## src/rwt_pkg.sv

```systemverilog
package rwt_pkg;

    // ------------------------------------------------------------------
    // register map
    // ------------------------------------------------------------------
    localparam logic [31:0] RWT_MODE_IDX      = 32'hFFFF_F090;
    localparam logic [31:0] RWT_CMD_IDX       = 32'hFFFF_F091;
    localparam logic [31:0] RWT_MODE_ADDR     = {RWT_MODE_IDX[29:0], 2'h0};
    localparam logic [31:0] RWT_CMD_ADDR      = {RWT_CMD_IDX[29:0], 2'h0};

    // ------------------------------------------------------------------
    // mode register fields
    // ------------------------------------------------------------------
    localparam int          RWT_ENABLE_POS    = 7;
    localparam int          RWT_PERIOD_HI     = 6;
    localparam int          RWT_PERIOD_LO     = 5;
    localparam int          RWT_IDLE_RUN_POS  = 2;
    localparam int          RWT_ACTION_POS    = 1;
    localparam int          RWT_SPARE_POS     = 0;
    localparam logic [7:0]  RWT_MODE_RESET    = 8'h80;
    localparam logic        RWT_ENABLE_RESET  = 1'h1;
    localparam logic [1:0]  RWT_PERIOD_RESET  = 2'h0;
    localparam logic        RWT_IDLE_RESET    = 1'h0;
    localparam logic        RWT_ACTION_RESET  = 1'h0;
    localparam logic        RWT_SPARE_RESET   = 1'h0;

    // ------------------------------------------------------------------
    // command codes
    // ------------------------------------------------------------------
    localparam logic [7:0]  RWT_CODE_DISABLE  = 8'hB1;
    localparam logic [7:0]  RWT_CODE_CLEAR    = 8'h4E;

    // ------------------------------------------------------------------
    // counter and timing
    // ------------------------------------------------------------------
    localparam int          RWT_CNT_W         = 22;
    localparam int          RWT_TAP_BASE      = 15;
    localparam int          RWT_CLK_PERIOD_NS = 10;
    localparam int          RWT_RESET_STATES  = 32;
    localparam logic [5:0]  RWT_RESET_LAST    = 6'(RWT_RESET_STATES - 1);

    // ------------------------------------------------------------------
    // bus responses
    // ------------------------------------------------------------------
    localparam logic [1:0]  RWT_RESP_OKAY     = 2'h0;
    localparam logic [1:0]  RWT_RESP_SLVERR   = 2'h2;

    typedef enum logic [1:0] {
        RWT_RUN   = 2'b01,
        RWT_RESET = 2'b10
    } rwt_state_e;

    typedef struct packed {
        rwt_state_e          fsm;
        logic [5:0]          rst_cnt;
        logic                half;
        logic [RWT_CNT_W-1:0] cnt;
        logic                active;
        logic                watch_enable_bit;
        logic [1:0]          detect_period_select;
        logic                idle_run_select;
        logic                overflow_action_select;
        logic                spare_bit;
        logic                overflow_nmi;
        logic                nmi_flag;
        logic                int_rst;
        logic                gear_fc8;
        logic                aw_held;
        logic [31:0]         aw_addr;
        logic                w_held;
        logic [7:0]          w_data;
        logic                w_strb0;
        logic                awready;
        logic                wready;
        logic                bvalid;
        logic [1:0]          bresp;
        logic                arready;
        logic                rvalid;
        logic [31:0]         rdata;
        logic [1:0]          rresp;
    } rwt_regs_s;

endpackage

```

## src/rwt_watchdog.sv

```systemverilog
// Our own choice: register access over AXI4-Lite.
`timescale 1ns/1ps

// Functional notes
// - 22-stage counter advances at half system clock; taps at stages 15,17,19,21.
// - period field 00/01/10/11 picks 2^16/2^18/2^20/2^22 system clocks.
// - action bit 0 gives NMI on overflow, 1 gives internal chip reset; resets 0.
// - watchdog reset holds internal chip reset for 32 states.
// - during watchdog reset the clock gear is forced to oscillator divided by 8.
// - after reset enable is 1, period 00, idle-run 0, action 0.
// - disable only when enable bit already 0 and code B1H written.
// - writing enable bit 1 re-enables a disabled watchdog.
// - code 4EH clears the counter, counting continues.
// - code B1H also clears the counter.
// - command register is write-only and reads as zero.
// - counter starts counting right after chip reset is released.
// - in STOP mode counter held reset and idle.
// - counter keeps counting while bus is released, grant acknowledge low.
// - in IDLE counter stops if idle-run 0, counts if 1.
// - NMI from watchdog sets a dedicated source flag for software.
module rwt_watchdog
    import rwt_pkg::*;
(
    input  wire logic        ref_clk,
    input  wire logic        rst,
    input  wire logic [31:0] axi_awaddr,
    input  wire logic        axi_awvalid,
    output logic             axi_awready,
    input  wire logic [31:0] axi_wdata,
    input  wire logic [3:0]  axi_wstrb,
    input  wire logic        axi_wvalid,
    output logic             axi_wready,
    output logic [1:0]       axi_bresp,
    output logic             axi_bvalid,
    input  wire logic        axi_bready,
    input  wire logic [31:0] axi_araddr,
    input  wire logic        axi_arvalid,
    output logic             axi_arready,
    output logic [31:0]      axi_rdata,
    output logic [1:0]       axi_rresp,
    output logic             axi_rvalid,
    input  wire logic        axi_rready,
    input  wire logic        stop_mode,
    input  wire logic        idle_mode,
    input  wire logic        bus_grant_ack,
    input  wire logic        nmi_flag_clear,
    output logic             overflow_nmi,
    output logic             nmi_source_flag,
    output logic             internal_reset,
    output logic             clock_gear_fc8
);

    // ------------------------------------------------------------------
    // state
    // ------------------------------------------------------------------
    rwt_regs_s          s;
    rwt_regs_s          next_s;

    logic               aw_ok;
    logic               w_ok;
    logic [31:0]        wr_addr;
    logic [7:0]         wr_data;
    logic               wr_strb0;
    logic               wr_go;
    logic               wr_mode;
    logic               wr_cmd;
    logic               cmd_clear;
    logic               cmd_disable;
    logic               run;
    logic               tick;
    logic [RWT_CNT_W-1:0] cnt_inc;
    logic [4:0]         tap_pos;
    logic               ovf;
    logic [7:0]         mode_byte;

    // ------------------------------------------------------------------
    // write decode
    // ------------------------------------------------------------------
    assign aw_ok       = s.aw_held | (axi_awvalid & s.awready);
    assign w_ok        = s.w_held | (axi_wvalid & s.wready);
    assign wr_go       = aw_ok & w_ok & ~s.bvalid;
    assign wr_addr     = s.aw_held ? s.aw_addr : axi_awaddr;
    assign wr_data     = s.w_held ? s.w_data : axi_wdata[7:0];
    assign wr_strb0    = s.w_held ? s.w_strb0 : axi_wstrb[0];
    assign wr_mode     = wr_go & wr_strb0 & (wr_addr == RWT_MODE_ADDR);
    assign wr_cmd      = wr_go & wr_strb0 & (wr_addr == RWT_CMD_ADDR);
    assign cmd_clear   = wr_cmd & (wr_data == RWT_CODE_CLEAR);
    assign cmd_disable = wr_cmd & (wr_data == RWT_CODE_DISABLE);

    // ------------------------------------------------------------------
    // counter control
    // ------------------------------------------------------------------
    assign tick    = s.half;
    assign run     = s.active & ~stop_mode & (~idle_mode | s.idle_run_select)
                   & (s.fsm == RWT_RUN);
    assign cnt_inc = s.cnt + 1'b1;
    assign tap_pos = 5'(RWT_TAP_BASE) + {2'h0, s.detect_period_select, 1'b0};
    assign ovf     = run & tick & ~cmd_clear & ~cmd_disable & cnt_inc[tap_pos];

    assign mode_byte = {s.watch_enable_bit, s.detect_period_select, 2'h0,
                        s.idle_run_select, s.overflow_action_select, s.spare_bit};

    always_comb begin
        next_s              = s;
        next_s.half         = ~s.half;
        next_s.overflow_nmi = 1'b0;

        // ------------------------------------------------------------------
        // bus slave
        // ------------------------------------------------------------------
        if (axi_awvalid && s.awready) begin
            next_s.aw_held = 1'b1;
            next_s.aw_addr = axi_awaddr;
        end
        if (axi_wvalid && s.wready) begin
            next_s.w_held  = 1'b1;
            next_s.w_data  = axi_wdata[7:0];
            next_s.w_strb0 = axi_wstrb[0];
        end
        if (s.bvalid && axi_bready) begin
            next_s.bvalid = 1'b0;
        end
        if (wr_go) begin
            next_s.aw_held = 1'b0;
            next_s.w_held  = 1'b0;
            next_s.bvalid  = 1'b1;
            next_s.bresp   = (wr_addr == RWT_MODE_ADDR || wr_addr == RWT_CMD_ADDR)
                           ? RWT_RESP_OKAY : RWT_RESP_SLVERR;
        end
        next_s.awready = ~next_s.aw_held & ~next_s.bvalid;
        next_s.wready  = ~next_s.w_held & ~next_s.bvalid;

        if (s.rvalid && axi_rready) begin
            next_s.rvalid = 1'b0;
        end
        if (axi_arvalid && s.arready) begin
            next_s.rvalid = 1'b1;
            next_s.rresp  = RWT_RESP_OKAY;
            if (axi_araddr == RWT_MODE_ADDR) begin
                next_s.rdata = {24'h00_0000, mode_byte};
            end else if (axi_araddr == RWT_CMD_ADDR) begin
                next_s.rdata = 32'h0000_0000;
            end else begin
                next_s.rdata = 32'h0000_0000;
                next_s.rresp = RWT_RESP_SLVERR;
            end
        end
        next_s.arready = ~next_s.rvalid;

        // ------------------------------------------------------------------
        // mode and command effects
        // ------------------------------------------------------------------
        if (wr_mode) begin
            next_s.watch_enable_bit       = wr_data[RWT_ENABLE_POS];
            next_s.detect_period_select   = wr_data[RWT_PERIOD_HI:RWT_PERIOD_LO];
            next_s.idle_run_select        = wr_data[RWT_IDLE_RUN_POS];
            next_s.overflow_action_select = wr_data[RWT_ACTION_POS];
            next_s.spare_bit              = wr_data[RWT_SPARE_POS];
            if (wr_data[RWT_ENABLE_POS]) begin
                next_s.active = 1'b1;
            end
        end
        if (cmd_disable && !s.watch_enable_bit) begin
            next_s.active = 1'b0;
        end

        // ------------------------------------------------------------------
        // counter
        // ------------------------------------------------------------------
        if (stop_mode || !s.active || s.fsm == RWT_RESET) begin
            next_s.cnt = '0;
        end else if (cmd_clear || cmd_disable) begin
            next_s.cnt = '0;
        end else if (ovf) begin
            next_s.cnt = '0;
        end else if (run && tick) begin
            next_s.cnt = cnt_inc;
        end

        // ------------------------------------------------------------------
        // overflow action
        // ------------------------------------------------------------------
        if (nmi_flag_clear) begin
            next_s.nmi_flag = 1'b0;
        end
        if (ovf && !s.overflow_action_select) begin
            next_s.overflow_nmi = 1'b1;
            next_s.nmi_flag     = 1'b1;
        end

        unique case (s.fsm)
            RWT_RUN: begin
                if (ovf && s.overflow_action_select) begin
                    next_s.fsm      = RWT_RESET;
                    next_s.rst_cnt  = 6'h00;
                    next_s.int_rst  = 1'b1;
                    next_s.gear_fc8 = 1'b1;
                end
            end
            RWT_RESET: begin
                next_s.rst_cnt                = s.rst_cnt + 6'h01;
                next_s.watch_enable_bit       = RWT_ENABLE_RESET;
                next_s.detect_period_select   = RWT_PERIOD_RESET;
                next_s.idle_run_select        = RWT_IDLE_RESET;
                next_s.overflow_action_select = RWT_ACTION_RESET;
                next_s.spare_bit              = RWT_SPARE_RESET;
                next_s.active                 = RWT_ENABLE_RESET;
                if (s.rst_cnt == RWT_RESET_LAST) begin
                    next_s.fsm      = RWT_RUN;
                    next_s.int_rst  = 1'b0;
                    next_s.gear_fc8 = 1'b0;
                end
            end
        endcase
    end

    // ------------------------------------------------------------------
    // registers
    // ------------------------------------------------------------------
    always_ff @(posedge ref_clk or posedge rst) begin
        if (rst) begin
            s                        <= '0;
            s.fsm                    <= RWT_RUN;
            s.active                 <= RWT_ENABLE_RESET;
            s.watch_enable_bit       <= RWT_ENABLE_RESET;
            s.detect_period_select   <= RWT_PERIOD_RESET;
            s.idle_run_select        <= RWT_IDLE_RESET;
            s.overflow_action_select <= RWT_ACTION_RESET;
            s.spare_bit              <= RWT_SPARE_RESET;
            s.awready                <= 1'b1;
            s.wready                 <= 1'b1;
            s.arready                <= 1'b1;
        end else begin
            s <= next_s;
        end
    end

    assign axi_awready     = s.awready;
    assign axi_wready      = s.wready;
    assign axi_bvalid      = s.bvalid;
    assign axi_bresp       = s.bresp;
    assign axi_arready     = s.arready;
    assign axi_rvalid      = s.rvalid;
    assign axi_rdata       = s.rdata;
    assign axi_rresp       = s.rresp;
    assign overflow_nmi    = s.overflow_nmi;
    assign nmi_source_flag = s.nmi_flag;
    assign internal_reset  = s.int_rst;
    assign clock_gear_fc8  = s.gear_fc8;
endmodule

```

## config.mk

```make
export PLATFORM = sky130hd
export DESIGN_NAME = rwt_watchdog
export DESIGN_NICKNAME = d
export VERILOG_FILES = /design/src/rwt_pkg.sv /design/src/rwt_watchdog.sv
export SDC_FILE = /design/constraint.sdc
export NUM_CORES = 1
export LEC_CHECK = 0
export BUFFER_PORTS_ARGS = -buffer_cell sky130_fd_sc_hd__buf_2
export CORE_MARGIN = 2
export CORE_UTILIZATION = 52
export CTS_CLUSTER_SIZE = 8
export DETAILED_ROUTE_END_ITERATION = 10
export PLACE_DENSITY = 0.81
export SLEW_MARGIN = 20
export SYNTH_ARGS = -nofsm -noshare
export SYNTH_HDL_FRONTEND = slang
export SYNTH_SLANG_ARGS = --single-unit
```

## constraint.sdc

```tcl
create_clock -name ref_clk -period 3.67 [get_ports ref_clk]
set_clock_uncertainty 0.2 [all_clocks]
set_input_delay 0.1835 -clock ref_clk [delete_from_list [all_inputs] [get_ports ref_clk]]
set_output_delay 0.1835 -clock ref_clk [all_outputs]
set_load 0.1 [all_outputs]
```

## Yosys cells after proc, flatten, opt, wreduce, memory -nomap -nowiden

Cells that the tools add are included.

| storage, ports and cells | value |
|---|---|
| word-level logic and storage cells | 129 |
| register bits | 126 |

| operators by class | value |
|---|---|
| reductions and logical operators | 23 |
| muxes and demuxes | 33 |
| $lt $le $gt $ge | 1 |
| $add $sub $neg | 3 |
| equality and inequality tests | 11 |
| bitwise logic cells | 31 |

Operators by type and width:

| operator | number |
|---|---|
| 32-bit == test (second input constant) | 4 |
| 22-bit two-way mux | 4 |
| 35-bit two-way mux | 1 |
| 33-bit two-way mux | 1 |
| 32-bit two-way mux | 1 |
| 8-bit two-way mux | 3 |
| 22-bit by 1-bit adder with 22-bit output (second input constant) | 1 |
| 1-bit bitwise AND | 18 |
| 8-bit one-hot mux with 2 select lines | 1 |
| 2-bit two-way mux | 7 |
| 7-bit two-way mux | 2 |
| 10-bit two-way mux | 1 |
| 1-bit inverter | 10 |
| 1-bit logical AND | 9 |
| 1-bit two-way mux | 9 |
| 8-bit by 7-bit == test with 1-bit output (second input constant) | 1 |
| 8-bit == test (second input constant) | 1 |
| 6-bit by 1-bit adder with 6-bit output (second input constant) | 1 |
| 6-bit by 5-bit == test with 1-bit output (second input constant) | 1 |
| 5-bit by 6-bit < comparator with 1-bit output (second input constant) | 1 |
| 3-bit nonzero test | 2 |
| 4-bit by 3-bit adder with 5-bit output (first input constant) | 1 |
| 1-bit binary-select mux with 5-bit select | 1 |
| 1-bit logical OR | 4 |
| 10 further kinds | 17 |

## Logic depth before layout (Yosys ltp)

Gate-level depths: netlist (run 1).

| depth | value |
|---|---|
| depth in word-level cells | 14 |
| mapped depth | 10 |
| depth with buffers taken out | 8 |

## Worst setup path after synthesis (run 1)

Ideal clock, no wire load.

| timing path | value |
|---|---|
| kind | register to register |
| from | register s[97] in the netlist's numbering |
| to | register s[101] in the netlist's numbering |
| clock period less this slack | 2.718 ns |
| path slack | 0.952 ns |
| arrival time | 2.392 ns |
| stages on the path, launching flop included | 9 |
| library setup time | 0.126 ns |
| path through | dfrtp_1 > nand3_2 > or4_4 > or3_1 > a211oi_2 > o32a_4 > nor2_4 > buf_6 > a221o_1 |

| between the ends | value |
|---|---|
| word-level cells in the longest chain between the ends | 7 |
| elaborated cells on any way between the ends | 9 |
| those cells by class | add/sub: 1; mux: 6; bitwise: 1; reduce/logical: 1 |

RTL lines:

| item | line | RTL |
|---|---|---|
| start, declared | rwt_watchdog.sv:56 | `rwt_regs_s s;` |
| start signal, assigned | rwt_watchdog.sv:234 | `s <= next_s;` |
| 22-bit by 1-bit adder with 22-bit output * | rwt_watchdog.sv:96 | `assign cnt_inc = s.cnt + 1'b1;` |
| 1-bit binary-select mux with 5-bit select | rwt_watchdog.sv:98 | `assign ovf = run & tick & ~cmd_clear & ~cmd_disable & cnt_inc[tap_pos];` |
| 1-bit two-way mux (not written as such) | rwt_watchdog.sv:98 |  |
| 1-bit bitwise AND | rwt_watchdog.sv:98 |  |
| 22-bit two-way mux | rwt_watchdog.sv:174 | `end else if (ovf) begin` |
| 22-bit two-way mux | rwt_watchdog.sv:172 | `end else if (cmd_clear \|\| cmd_disable) begin` |
| 22-bit two-way mux | rwt_watchdog.sv:170 | `if (stop_mode \|\| !s.active \|\| s.fsm == RWT_RESET) begin` |

Every way passes the cells marked *; elsewhere a longest branch is shown, timed or not. The select of a mux whose other input is x is not followed.
A chain may end at the register's enable or synchronous reset.

## Worst setup path after layout (run 1)

| timing path | value |
|---|---|
| from | register s[97] in the netlist's numbering |
| to | register s[121] in the netlist's numbering |

| between the ends | value |
|---|---|
| word-level cells in the longest chain between the ends | 6 |

RTL lines:

| item | line | RTL |
|---|---|---|
| 22-bit by 1-bit adder with 22-bit output | rwt_watchdog.sv:96 |  |
| 1-bit binary-select mux with 5-bit select | rwt_watchdog.sv:98 |  |
| 1-bit two-way mux (not written as such) | rwt_watchdog.sv:98 |  |
| 1-bit bitwise AND | rwt_watchdog.sv:98 |  |
| 1-bit logical AND | rwt_watchdog.sv:193 | `if (ovf && s.overflow_action_select) begin` |
| 2-bit by 1-bit != test with 1-bit output (no line) | n/a |  |

No other way between the ends. The select of a mux whose other input is x is not followed.

==> results of run 1 <==
final timing paths:
check / slack (ns) / startpoint / to / cells past startpoint
worst max-delay path: 0.50 / s[97] / s[121] / 7
worst min-delay path: 0.01 / axi_araddr[1] / axi_rresp[1] / 4
worst max register to register: 0.50 / s[97] / s[121] / 7
worst min register to register: 0.22 / tick / tick / 1
max in group asynchronous: 2.22 / rst / s[124] / 4
min in group asynchronous: 0.15 / rst / s[98] / 3
critical path: stages, from the launching register on:
cell and delay, ns:
dfrtp_1 0.42, nand3_2 0.18, or4_4 0.67, or3_1 0.41, a211oi_2 0.27, o32a_4 0.36, nand3_2 0.24, a32o_1 0.32
area by class of cell:
cell class,count,area (um^2),share of cell area [%]
flip-flops and latches,96,2410,38.7
repair buffers,155,1040,16.8
multi-input cells,334,2360,38.0
clock inverters,6,66.3,1.07
inverters,9,35.0,0.563
clock buffers,10,138,2.21
well taps,133,166,2.68
state kept, by name (all words and copies together), names as in the netlist:
name	flops
axi_bresp	1
axi_wready	1
axi_rdata	6
tick	1
axi_arready	1
axi_bvalid	1
nmi_source_flag	1
axi_awready	1
axi_rvalid	1
overflow_nmi	1
axi_rresp	1
mode_byte	6
s	74
power by group through the flow:
stage | Clock [mW] | Combinational, mW | Sequential [mW]
5_1_grt | 0.777 | 0.988 | 1.54
3_5_place_dp | 0 | 0.870 | 1.52
3_3_place_gp | 0 | 0.841 | 1.49
4_1_cts | 0.739 | 0.921 | 1.49
2_1_floorplan | 0 | 0.608 | 1.60
6_report | 0.725 | 0.925 | 1.50
layer usage:
layer  wire length [um]  global-route usage (%)  part of all wire [%]
met2               6270                    41.9                    51
met1               5170                    28.2                    42
met4                286                    8.91                   2.3
met5                  0                       0                     0
met3                538                    5.49                   4.4
cell usage in the layout (no fill, tap or decap), types with 4 or more instances in the layout:
cell type	n
a211oi_1	5
a21o_1	7
a21oi_1	8
a221o_1	13
a22o_1	8
a32o_1	4
and2_1	5
buf_2	99
buf_4	5
clkbuf_8	10
conb_1	28
dfrtp_1	90
dfstp_2	6
dlygate4sd3_1	51
inv_1	8
mux2_2	47
mux2i_1	7
nand2_1	32
nand3_1	11
nand3b_1	4
nand4_1	18
nor2_1	22
nor2b_1	9
nor3_1	14
nor4_1	15
nor4b_1	6
nor4bb_1	4
o21ai_0	9
or3_1	5
xnor2_1	5
cells by family after synthesis:
family,share of synthesized area [%]
AOI/OAI and AO/OA,11.1
and+or+nand+nor,19.3
xor gates and xnor gates,1.38
adders and majority gates,0.740
DFF,47.5
buffers and inverters,8.06
muxes,11.8
other,0.0739
what timing repair did:
action | in CTS | in global routing
hold buffers | 51 | 0
gates resized for setup | 0 | 0
endpoints found under the hold margin | 77 | 0
stage by stage:
step                      cells  hold WS [ns]  power (mW)  instance area (um^2)
after floorplan             496        0.0825        2.21                  5180
after global placement      676    -0.0000352        2.33                  5500
after detailed placement    676        0.0105        2.39                  5510
after CTS                   743       0.00686        3.15                  6220
after global routing        743        0.0359        3.30                  6220
final                       743        0.0127        3.15                  6220
==> qor.csv, run 1 <==
stage,metric,value,unit
power,pwr/cell area,507,nW/um^2
clocking,CTS tree,yes,
worst_setup_path,WS Path Type,reg2reg,
place,RD Place Congestion,0.893,
die,Initial Util,52.7,%
sta,fmax,0.315,GHz
worst_setup_path,WP data required,3.73,ns
synth,"flops & latches, synth",96,
sta,relative slew slack,50.0,%
clocking,Clock Sinks,96,
clocking,CTS buffer count,9,
cells_and_area,area growth from synthesis to layout,22.5,%
route,routed wire length,12300,um
power,Pint,2.06,mW
synth,Post-synth ARST share,100,%
route,vias,4169,
clocking,CTS Buffer Depth,2,
power,Comb pwr share,29.3,%
global_route,total grt overflow,0,
sta,setup TNS,0,ns
clocking,clk slew on worst S/H paths,0.09,ns
cells_and_area,share of layout cells above drive strength 1,31.0,%
synth,"Avg Cell Area, Syn",10.8,um^2
die,die width,103,um
synth,Yosys cell types,59,
synth,"area leader, netlist",dfrtp_1,
synth,synthesized area,5080,um^2
power,Peak VDD IR,0.000359,V
synth,top-area cell type share of the netlist area,44.4,%
sta,final worst-path setup slack,0.495,ns
worst_setup_path,Worst Path Max Fanout,23,
route,drt wl/cell,16.5,um
route,drt first pass iters,4,
global_route,antenna violations before repair,0,
route,Routed Antenna Nets,0,
power,Switching Share,34.8,%
min_path,worst hold path type,in2reg,
power,Psw,1.10,mW
synth,post-synthesis cell count,469,
worst_setup_path,Worst setup SP type,flip-flop,
die,FP Rows,36,
synth,Synth top cells by count,"90 x dfrtp_1, 47 x mux2_2, 38 x buf_4, 33 x nand2_1, 22 x nor2_1",
cells_and_area,Layout Nets,719,
synth,most common cell in the netlist,dfrtp_1,
route,vias per cell,5.61,
sta,final setup fails,0,
status,status,completed,
cells_and_area,ANT cells,0,
die,total die area,10600,um^2
route,Iteration-0 DRC Markers,232,
die,io pins,156,
clocking,Root Driver,clkbuf_8,
die,core area,9640,um^2
place,I/O Buffers,99,
place,DPL Wire Length,7990,um
synth,Post-synth EDFFs,0,
worst_setup_path,WP data arrival,3.23,ns
clocking,post-CTS setup buffers,0,
sta,minimum clock period,3.17,ns
power,register share of total power,47.7,%
sta,Fin. Hold Viols,0,
clocking,clk_lat worst skew,0.37,ns
cells_and_area,post-layout util,64.5,%
sta,unrepaired setup endpoints after global routing,false,
cells_and_area,filler instances,744,
global_route,first-pass GRT wire length,19400,um
global_route,vias in the first global route,4212,
synth,Ys Warns,0,
synth,ranking of synthesized cells by area,"dfrtp_1 44%, mux2_2 10%, buf_4 5.6%",
power,Clk pwr share,23.0,%
worst_setup_path,Crit. End Element,flip-flop,
global_route,GRT Util Overall,23.7,%
global_route,largest net degree at the start of global routing,42,
die,Die Span Y,103,um
sta,Worst Tran Pin Value,0.747,ns
place,Placement Setup Slack,0.519,ns
job,max_cap viols,0,
synth,"Seq/Total Area, Yosys",47.5,%
route,DRC viols,0,
sta,max-slew violations,0,
clocking,H-Tree Depth,3,
synth,Synth Flop Type,dfrtp_1,
power,Lkg Pwr,2.77,nW
sta,Final period util,86.5,%
Power figures use the tool's default switching activity.
==> inputs of run 2 (changes only) <==
--- a/config.mk
+++ b/config.mk
@@ -6,11 +6,13 @@
 export NUM_CORES = 1
 export LEC_CHECK = 0
 export BUFFER_PORTS_ARGS = -buffer_cell sky130_fd_sc_hd__buf_2
+export CORE_ASPECT_RATIO = 1.25
 export CORE_MARGIN = 2
 export CORE_UTILIZATION = 52
 export CTS_CLUSTER_SIZE = 8
 export DETAILED_ROUTE_END_ITERATION = 10
 export PLACE_DENSITY = 0.81
+export SETUP_SLACK_MARGIN = 0.2
 export SLEW_MARGIN = 20
 export SYNTH_ARGS = -nofsm -noshare
 export SYNTH_HDL_FRONTEND = slang
==> run 2 against run 1 <==
Clock power rose by 20%; sequential power barely moved; critical path depth rose by 3; via count fell by 0.60%; final cell count fell by 1.6%; non-clock buffer count fell by 5; worst setup slack got worse by 0.034 ns; global-route usage rose by 0.34 points; wire length rose by 2.6%; worst hold slack improved by 0.014 ns; highest routed layer unchanged.
==> qor.csv, run 2 (synthesis results as in run 1) <==
stage,metric,value,unit,change
cells_and_area,filler instances,721,,-3.1%
clocking,CTS Buffer Depth,2,,unchanged
status,status,completed,,
job,max_cap viols,0,,unchanged
clocking,Clock Sinks,96,,unchanged
global_route,total grt overflow,0,,unchanged
worst_setup_path,WP data required,3.69,ns,-0.04 ns
place,I/O Buffers,99,,unchanged
sta,final worst-path setup slack,0.462,ns,-0.0336 ns
sta,unrepaired setup endpoints after global routing,false,,
worst_setup_path,WS Path Type,in2reg,,
worst_setup_path,Worst setup SP type,primary input,,
sta,Final period util,87.4,%,+0.91 points
die,Initial Util,53.1,%,+0.44 points
sta,Fin. Hold Viols,0,,unchanged
cells_and_area,number of flip-flops in the largest register,74,,unchanged
cells_and_area,non-filler instance count after layout,731,,-1.6%
power,power consumption,3.30,mW,+4.7%
clocking,H-Tree Depth,3,,unchanged
sta,fmax,0.312,GHz,-1.0%
worst_setup_path,Worst Path Max Fanout,12,,-48%
power,Lkg Pwr,2.77,nW,+0.17%
worst_setup_path,critical path's top delay family,simple AND/OR/NAND/NOR gates,,
worst_setup_path,Worst path max stage delay,0.53,ns,-0.14 ns
power,register share of total power,45.9,%,-1.8 points
die,Die Span Y,114,um,+11%
power,Psw,1.11,mW,+1.4%
cells_and_area,"commonest non-fill, non-tap cell in the layout",buf_2,,
die,core area,9560,um^2,-0.83%
clocking,Root Driver,clkbuf_16,,
worst_setup_path,WP data arrival,3.23,ns,about the same
global_route,vias in the first global route,4265,,+1.3%
cells_and_area,most frequent cells in the layout,"99 x buf_2, 90 x dfrtp_1, 47 x mux2_2, 46 x dlygate4sd3_1, 32 x nand2_1",,
route,Routed Antenna Nets,0,,unchanged
cells_and_area,ANT cells,0,,unchanged
min_path,Min-Delay Startpoint,axi_araddr[7],,
die,die width,92.4,um,-10%
sta,Worst Tran Pin Value,0.856,ns,+0.109 ns
clocking,Post-CTS Hold Fix Bufs,46,,-9.8%
clocking,post-cts sizing count,0,,unchanged
global_route,largest net degree at the start of global routing,52,,+24%
cells_and_area,area growth from synthesis to layout,22.8,%,
sta,setup TNS,0,ns,unchanged
worst_setup_path,CP Launch Point,axi_awaddr[3],,
clocking,CTS buffer count,9,,unchanged
power,Clk pwr share,26.4,%,+3.4 points
global_route,antenna violations before repair,0,,unchanged
worst_setup_path,slowest cell on the critical path,dlygate4sd3_1,,
die,total die area,10600,um^2,about the same
cells_and_area,Biggest register,s,,
global_route,GRT Util Overall,24.0,%,+0.34 points
route,drt first pass iters,4,,unchanged
die,io pins,156,,unchanged
power,Peak VDD IR,0.000249,V,-31%
cells_and_area,Layout Nets,714,,-0.70%
sta,Worst Hold Slack,0.0270,ns,+0.0143 ns
power,pwr/cell area,530,nW/um^2,+4.5%
worst_setup_path,launch point of the worst reg-to-reg path,s[97],,
power,Pint,2.19,mW,+6.4%
route,Iteration-0 DRC Markers,181,,-22%
power,Comb pwr share,27.7,%,-1.6 points
cells_and_area,design area,6230,um^2,+0.18%
sta,final setup fails,0,,unchanged
sta,minimum clock period,3.21,ns,+0.0336 ns
clocking,post-CTS setup buffers,0,,unchanged
route,DRC viols,0,,unchanged
clocking,clk_lat worst skew,0.34,ns,-0.03 ns
die,FP Rows,40,,+11%
place,DPL Wire Length,8140,um,+2.0%
worst_setup_path,worst path cell trace,dlygate4sd3_1 -> buf_2 -> nor4bb_1 -> nand4_1 -> o22a_1 -> and3b_1 -> a21o_1 -> buf_4 -> nor4_1 -> a221o_1,,
route,vias per cell,5.67,,+1.0%
power,Switching Share,33.7,%,-1.1 points
place,RD Place Congestion,0.846,,-5.3%
cells_and_area,post-layout util,65.2,%,+0.66 points
place,placed cell count,669,,-1.0%
route,vias,4144,,-0.60%
cells_and_area,share of layout cells above drive strength 1,31.1,%,+0.091 points
route,routed wire length,12600,um,+2.6%
clocking,CTS tree,yes,,
route,drt wl/cell,17.2,um,+4.3%
worst_setup_path,Crit. End Element,flip-flop,,
clocking,clk slew on worst S/H paths,0.06,ns,-0.03 ns
sta,max-slew violations,0,,unchanged
min_path,worst hold path type,in2reg,,
sta,relative slew slack,42.8,%,-7.2 points
place,placed cell area,5500,um^2,-0.16%
global_route,first-pass GRT wire length,20200,um,+4.1%
worst_setup_path,CP Buf/Inv Count,3,,+3
place,Placement Setup Slack,0.524,ns,+0.00471 ns
run 2: cell types whose count changed in the layout (fill, tap and decap cells not counted):
cell,change
clkinv_2,+1
bufinv_16,-1
clkinvlp_4,+1
clkbuf_8,-9
clkbuf_1,+1
dlygate4sd3_1,-5
clkbuf_16,+9
clkinv_4,-2
run 2: worst min-delay path, delay by kind of cell:
| kind | cells | cell delay, ns |
|---|---|---|
| multiplexers | 1 | 0.15 |
| AND/OR/NAND/NOR | 2 | 0.12 |
| buffers and inverters | 1 | 0.08 |
run 2: cell type report:
class | instances | area [um^2] | area share (%)
Sequential cell | 96 | 2410 | 38.7
Multi-Input combinational cell | 334 | 2360 | 37.9
Timing Repair Buffer | 150 | 993 | 15.9
Clock buffer | 11 | 243 | 3.90
Tap cell | 126 | 158 | 2.53
Inverter | 9 | 35.0 | 0.562
Clock inverter | 5 | 31.3 | 0.502
run 2: layer usage:
metal / share of wire (%) / global-route usage, %
met1: 39 / 26.8
met4: 1.8 / 8.86
met3: 4.5 / 5.40
met5: 0 / 0
met2: 54 / 44.6
run 2: path summary, 6_finish.rpt:
check | endpoint | slack (ns) | cells after the start
max in group asynchronous | s[105] | 2.08 | 4
hold reg to reg | tick | 0.24 | 1
setup / recovery | s[102] | 0.46 | 10
min in group asynchronous | s[83] | 0.34 | 3
hold / removal | axi_rresp[1] | 0.03 | 4
setup reg to reg | s[114] | 0.49 | 7
run 2: power groups by stage:
stage                     Combinational [mW]  Sequential, mW  Clock (mW)
after floorplan                        0.608            1.60           0
after global placement                 0.840            1.49           0
after detailed placement               0.865            1.52           0
after CTS                              0.906            1.50       0.878
after global routing                   0.975            1.54       0.924
final                                  0.914            1.52       0.871
==> inputs of run 3 (changes only) <==
--- a/config.mk
+++ b/config.mk
@@ -8,10 +8,11 @@
 export BUFFER_PORTS_ARGS = -buffer_cell sky130_fd_sc_hd__buf_2
 export CORE_ASPECT_RATIO = 1.25
 export CORE_MARGIN = 2
-export CORE_UTILIZATION = 52
+export CORE_UTILIZATION = 53
+export CTS_BUF_LIST = sky130_fd_sc_hd__clkbuf_4
 export CTS_CLUSTER_SIZE = 8
 export DETAILED_ROUTE_END_ITERATION = 10
-export PLACE_DENSITY = 0.81
+export PLACE_DENSITY = 0.82
 export SETUP_SLACK_MARGIN = 0.2
 export SLEW_MARGIN = 20
 export SYNTH_ARGS = -nofsm -noshare
==> run 3 against run 2 <==
Final cell count is 0.68% higher; sequential share of layout area rose by 0.12 points; global-route usage rose by 0.89 points; largest cell class unchanged; sequential power barely moved; maximum frequency rose by 0.39%; core utilization increased by 2.2 points; register-to-register slack got worse by 0.02 ns.
==> qor.csv, run 3 (synthesis results as in run 1) <==
stage,metric,value,unit,change
status,status,completed,,
die,FP Rows,39,,-2.5%
power,power consumption,3.20,mW,-3.1%
sta,fmax,0.313,GHz,+0.39%
min_path,Min-Delay Startpoint,stop_mode,,
place,I/O Buffers,99,,unchanged
global_route,GRT Util Overall,24.9,%,+0.89 points
route,vias,4315,,+4.1%
place,DPL Wire Length,8100,um,-0.52%
die,die width,91.5,um,-0.90%
cells_and_area,"commonest non-fill, non-tap cell in the layout",buf_2,,
sta,final setup fails,0,,unchanged
place,Placement Setup Slack,0.513,ns,-0.0103 ns
worst_setup_path,Worst setup SP type,flip-flop,,
worst_setup_path,Crit. End Element,flip-flop,,
sta,minimum clock period,3.20,ns,-0.0125 ns
min_path,worst hold path type,in2reg,,
die,core area,9220,um^2,-3.5%
worst_setup_path,Worst Path Max Fanout,23,,+11
clocking,Clock Sinks,96,,unchanged
min_path,Hold Crit Endpoint,overflow_nmi,,
sta,Worst Tran Pin Value,0.873,ns,+0.0165 ns
die,Die Span Y,113,um,-0.92%
worst_setup_path,WP data required,3.80,ns,+0.11 ns
min_path,Hold Path Stages,6,,+2
global_route,total grt overflow,0,,unchanged
sta,setup TNS,0,ns,unchanged
cells_and_area,total area of sequential cells,2410,um^2,unchanged
global_route,vias in the first global route,4369,,+2.4%
global_route,antenna violations before repair,1,,+1
worst_setup_path,worst path cell trace,nand3_2 -> or4_4 -> or3_1 -> a211oi_2 -> o32a_4 -> nor2_4 -> a221o_1,,
cells_and_area,most frequent cells in the layout,"99 x buf_2, 90 x dfrtp_1, 52 x dlygate4sd3_1, 47 x mux2_2, 32 x nand2_1",,
sta,Worst Hold Slack,0.0589,ns,+0.0319 ns
worst_setup_path,FF-to-FF End,s[106],,
job,max_cap viols,0,,unchanged
cells_and_area,design area,6210,um^2,-0.32%
route,drt wl/cell,17.9,um,+3.9%
worst_setup_path,WP data arrival,3.33,ns,+0.10 ns
route,drt first pass iters,5,,+1
clocking,post-cts sizing count,0,,unchanged
sta,Final period util,87.1,%,-0.34 points
sta,relative slew slack,41.4,%,-1.5 points
clocking,CTS Buffer Depth,2,,unchanged
worst_setup_path,R2R depth,7,,unchanged
route,routed wire length,13200,um,+4.6%
place,RD Place Congestion,0.801,,-5.4%
power,pwr/cell area,515,nW/um^2,-2.8%
cells_and_area,area growth from synthesis to layout,22.4,%,
cells_and_area,share of layout cells above drive strength 1,31.0,%,about the same
cells_and_area,number of flip-flops in the largest register,74,,unchanged
sta,Fin. Hold Viols,0,,unchanged
clocking,clk slew on worst S/H paths,0.16,ns,+0.10 ns
sta,max-slew violations,0,,unchanged
worst_setup_path,launch point of the worst reg-to-reg path,s[97],,
clocking,Root Driver,clkbuf_4,,
worst_setup_path,WS Path Type,reg2reg,,
place,placed cell area,5500,um^2,about the same
global_route,first-pass GRT wire length,20800,um,+2.8%
power,Peak VDD IR,0.000269,V,+8.3%
route,vias per cell,5.86,,+3.4%
power,Lkg Pwr,2.77,nW,-0.16%
cells_and_area,area of the multi-input gates,2360,um^2,unchanged
die,total die area,10400,um^2,-1.8%
route,Iteration-0 DRC Markers,255,,+41%
cells_and_area,Layout Nets,721,,+0.98%
clocking,post-CTS setup buffers,0,,unchanged
clocking,clk_lat worst skew,0.45,ns,+0.11 ns
sta,final worst-path setup slack,0.474,ns,+0.0125 ns
cells_and_area,Biggest register,s,,
worst_setup_path,reg2reg setup slack,0.47,ns,-0.02 ns
cells_and_area,filler instances,612,,-15%
sta,unrepaired setup endpoints after global routing,false,,
clocking,CTS buffer count,9,,unchanged
global_route,largest net degree at the start of global routing,38,,-27%
die,Initial Util,55.0,%,+1.9 points
worst_setup_path,Worst path max stage delay,0.68,ns,+0.15 ns
clocking,H-Tree Depth,3,,unchanged
route,DRC viols,0,,unchanged
die,io pins,156,,unchanged
route,Routed Antenna Nets,0,,unchanged
clocking,CTS tree,yes,,
worst_setup_path,slowest cell on the critical path,or4_4,,
==> run 3: how the worst max path moves through the flow <==
stage | startpoint | to | slack (ns) | cells after the start
finish | s[97] | s[106] | 0.47 | 7
detailed placement | s[97] | s[104] | 0.51 | 7
floorplan | rst | axi_bresp[1] | 0.79 | 1
global route | s[101] | s[119] | 0.32 | 7
CTS | s[97] | s[106] | 0.49 | 7
global placement | s[97] | s[119] | 0.61 | 7
==> run 3: report_power, final <==
| group | internal, mW | switching [mW] |
|---|---|---|
| clock network | 0.357 | 0.365 |
| logic | 0.394 | 0.560 |
| registers | 1.33 | 0.196 |
==> run 3: worst max-delay path, delay by kind of cell, from the launching register on <==
family           cells  cell delay (ns)
AO/OA/AOI/OAI        3             0.98
AND/OR/NAND/NOR      4             1.45
flip-flops           1             0.45
==> run 3: area by class of cell <==
class | count | share of cell area (%)
antenna | 1 | 0.0403
clock buffer | 10 | 1.21
clock inverter | 6 | 1.81
inverter | 9 | 0.564
multi-input combinational | 334 | 38.0
sequential | 96 | 38.8
tap | 123 | 2.48
timing repair buffer | 157 | 17.1
==> run 3: repair_timing <==
action / in CTS / in global routing
setup endpoints to repair: 0 / 0
hold buffers: 52 / 0
hold endpoints to repair: 96 / 0
==> run 3: per-layer routing <==
| metal | wire [um] | global-route usage, % | vias up |
|---|---|---|---|
| met4 | 382 | 11.4 | 0 |
| met1 | 5000 | 29.3 | 2157 |
| met3 | 733 | 3.70 | 29 |
| met5 | 0 | 0 | - |
| li1 | - | - | 1960 |
| met2 | 7040 | 44.9 | 169 |
==> run 3: stage by stage <==
| step | instances | utilization, % |
|---|---|---|
| 2_1_floorplan | 496 | - |
| 3_3_place_gp | 667 | 59.6 |
| 3_5_place_dp | 667 | 59.6 |
| 4_1_cts | 735 | 67.3 |
| 5_1_grt | 736 | 67.3 |
| 6_report | 736 | 67.3 |
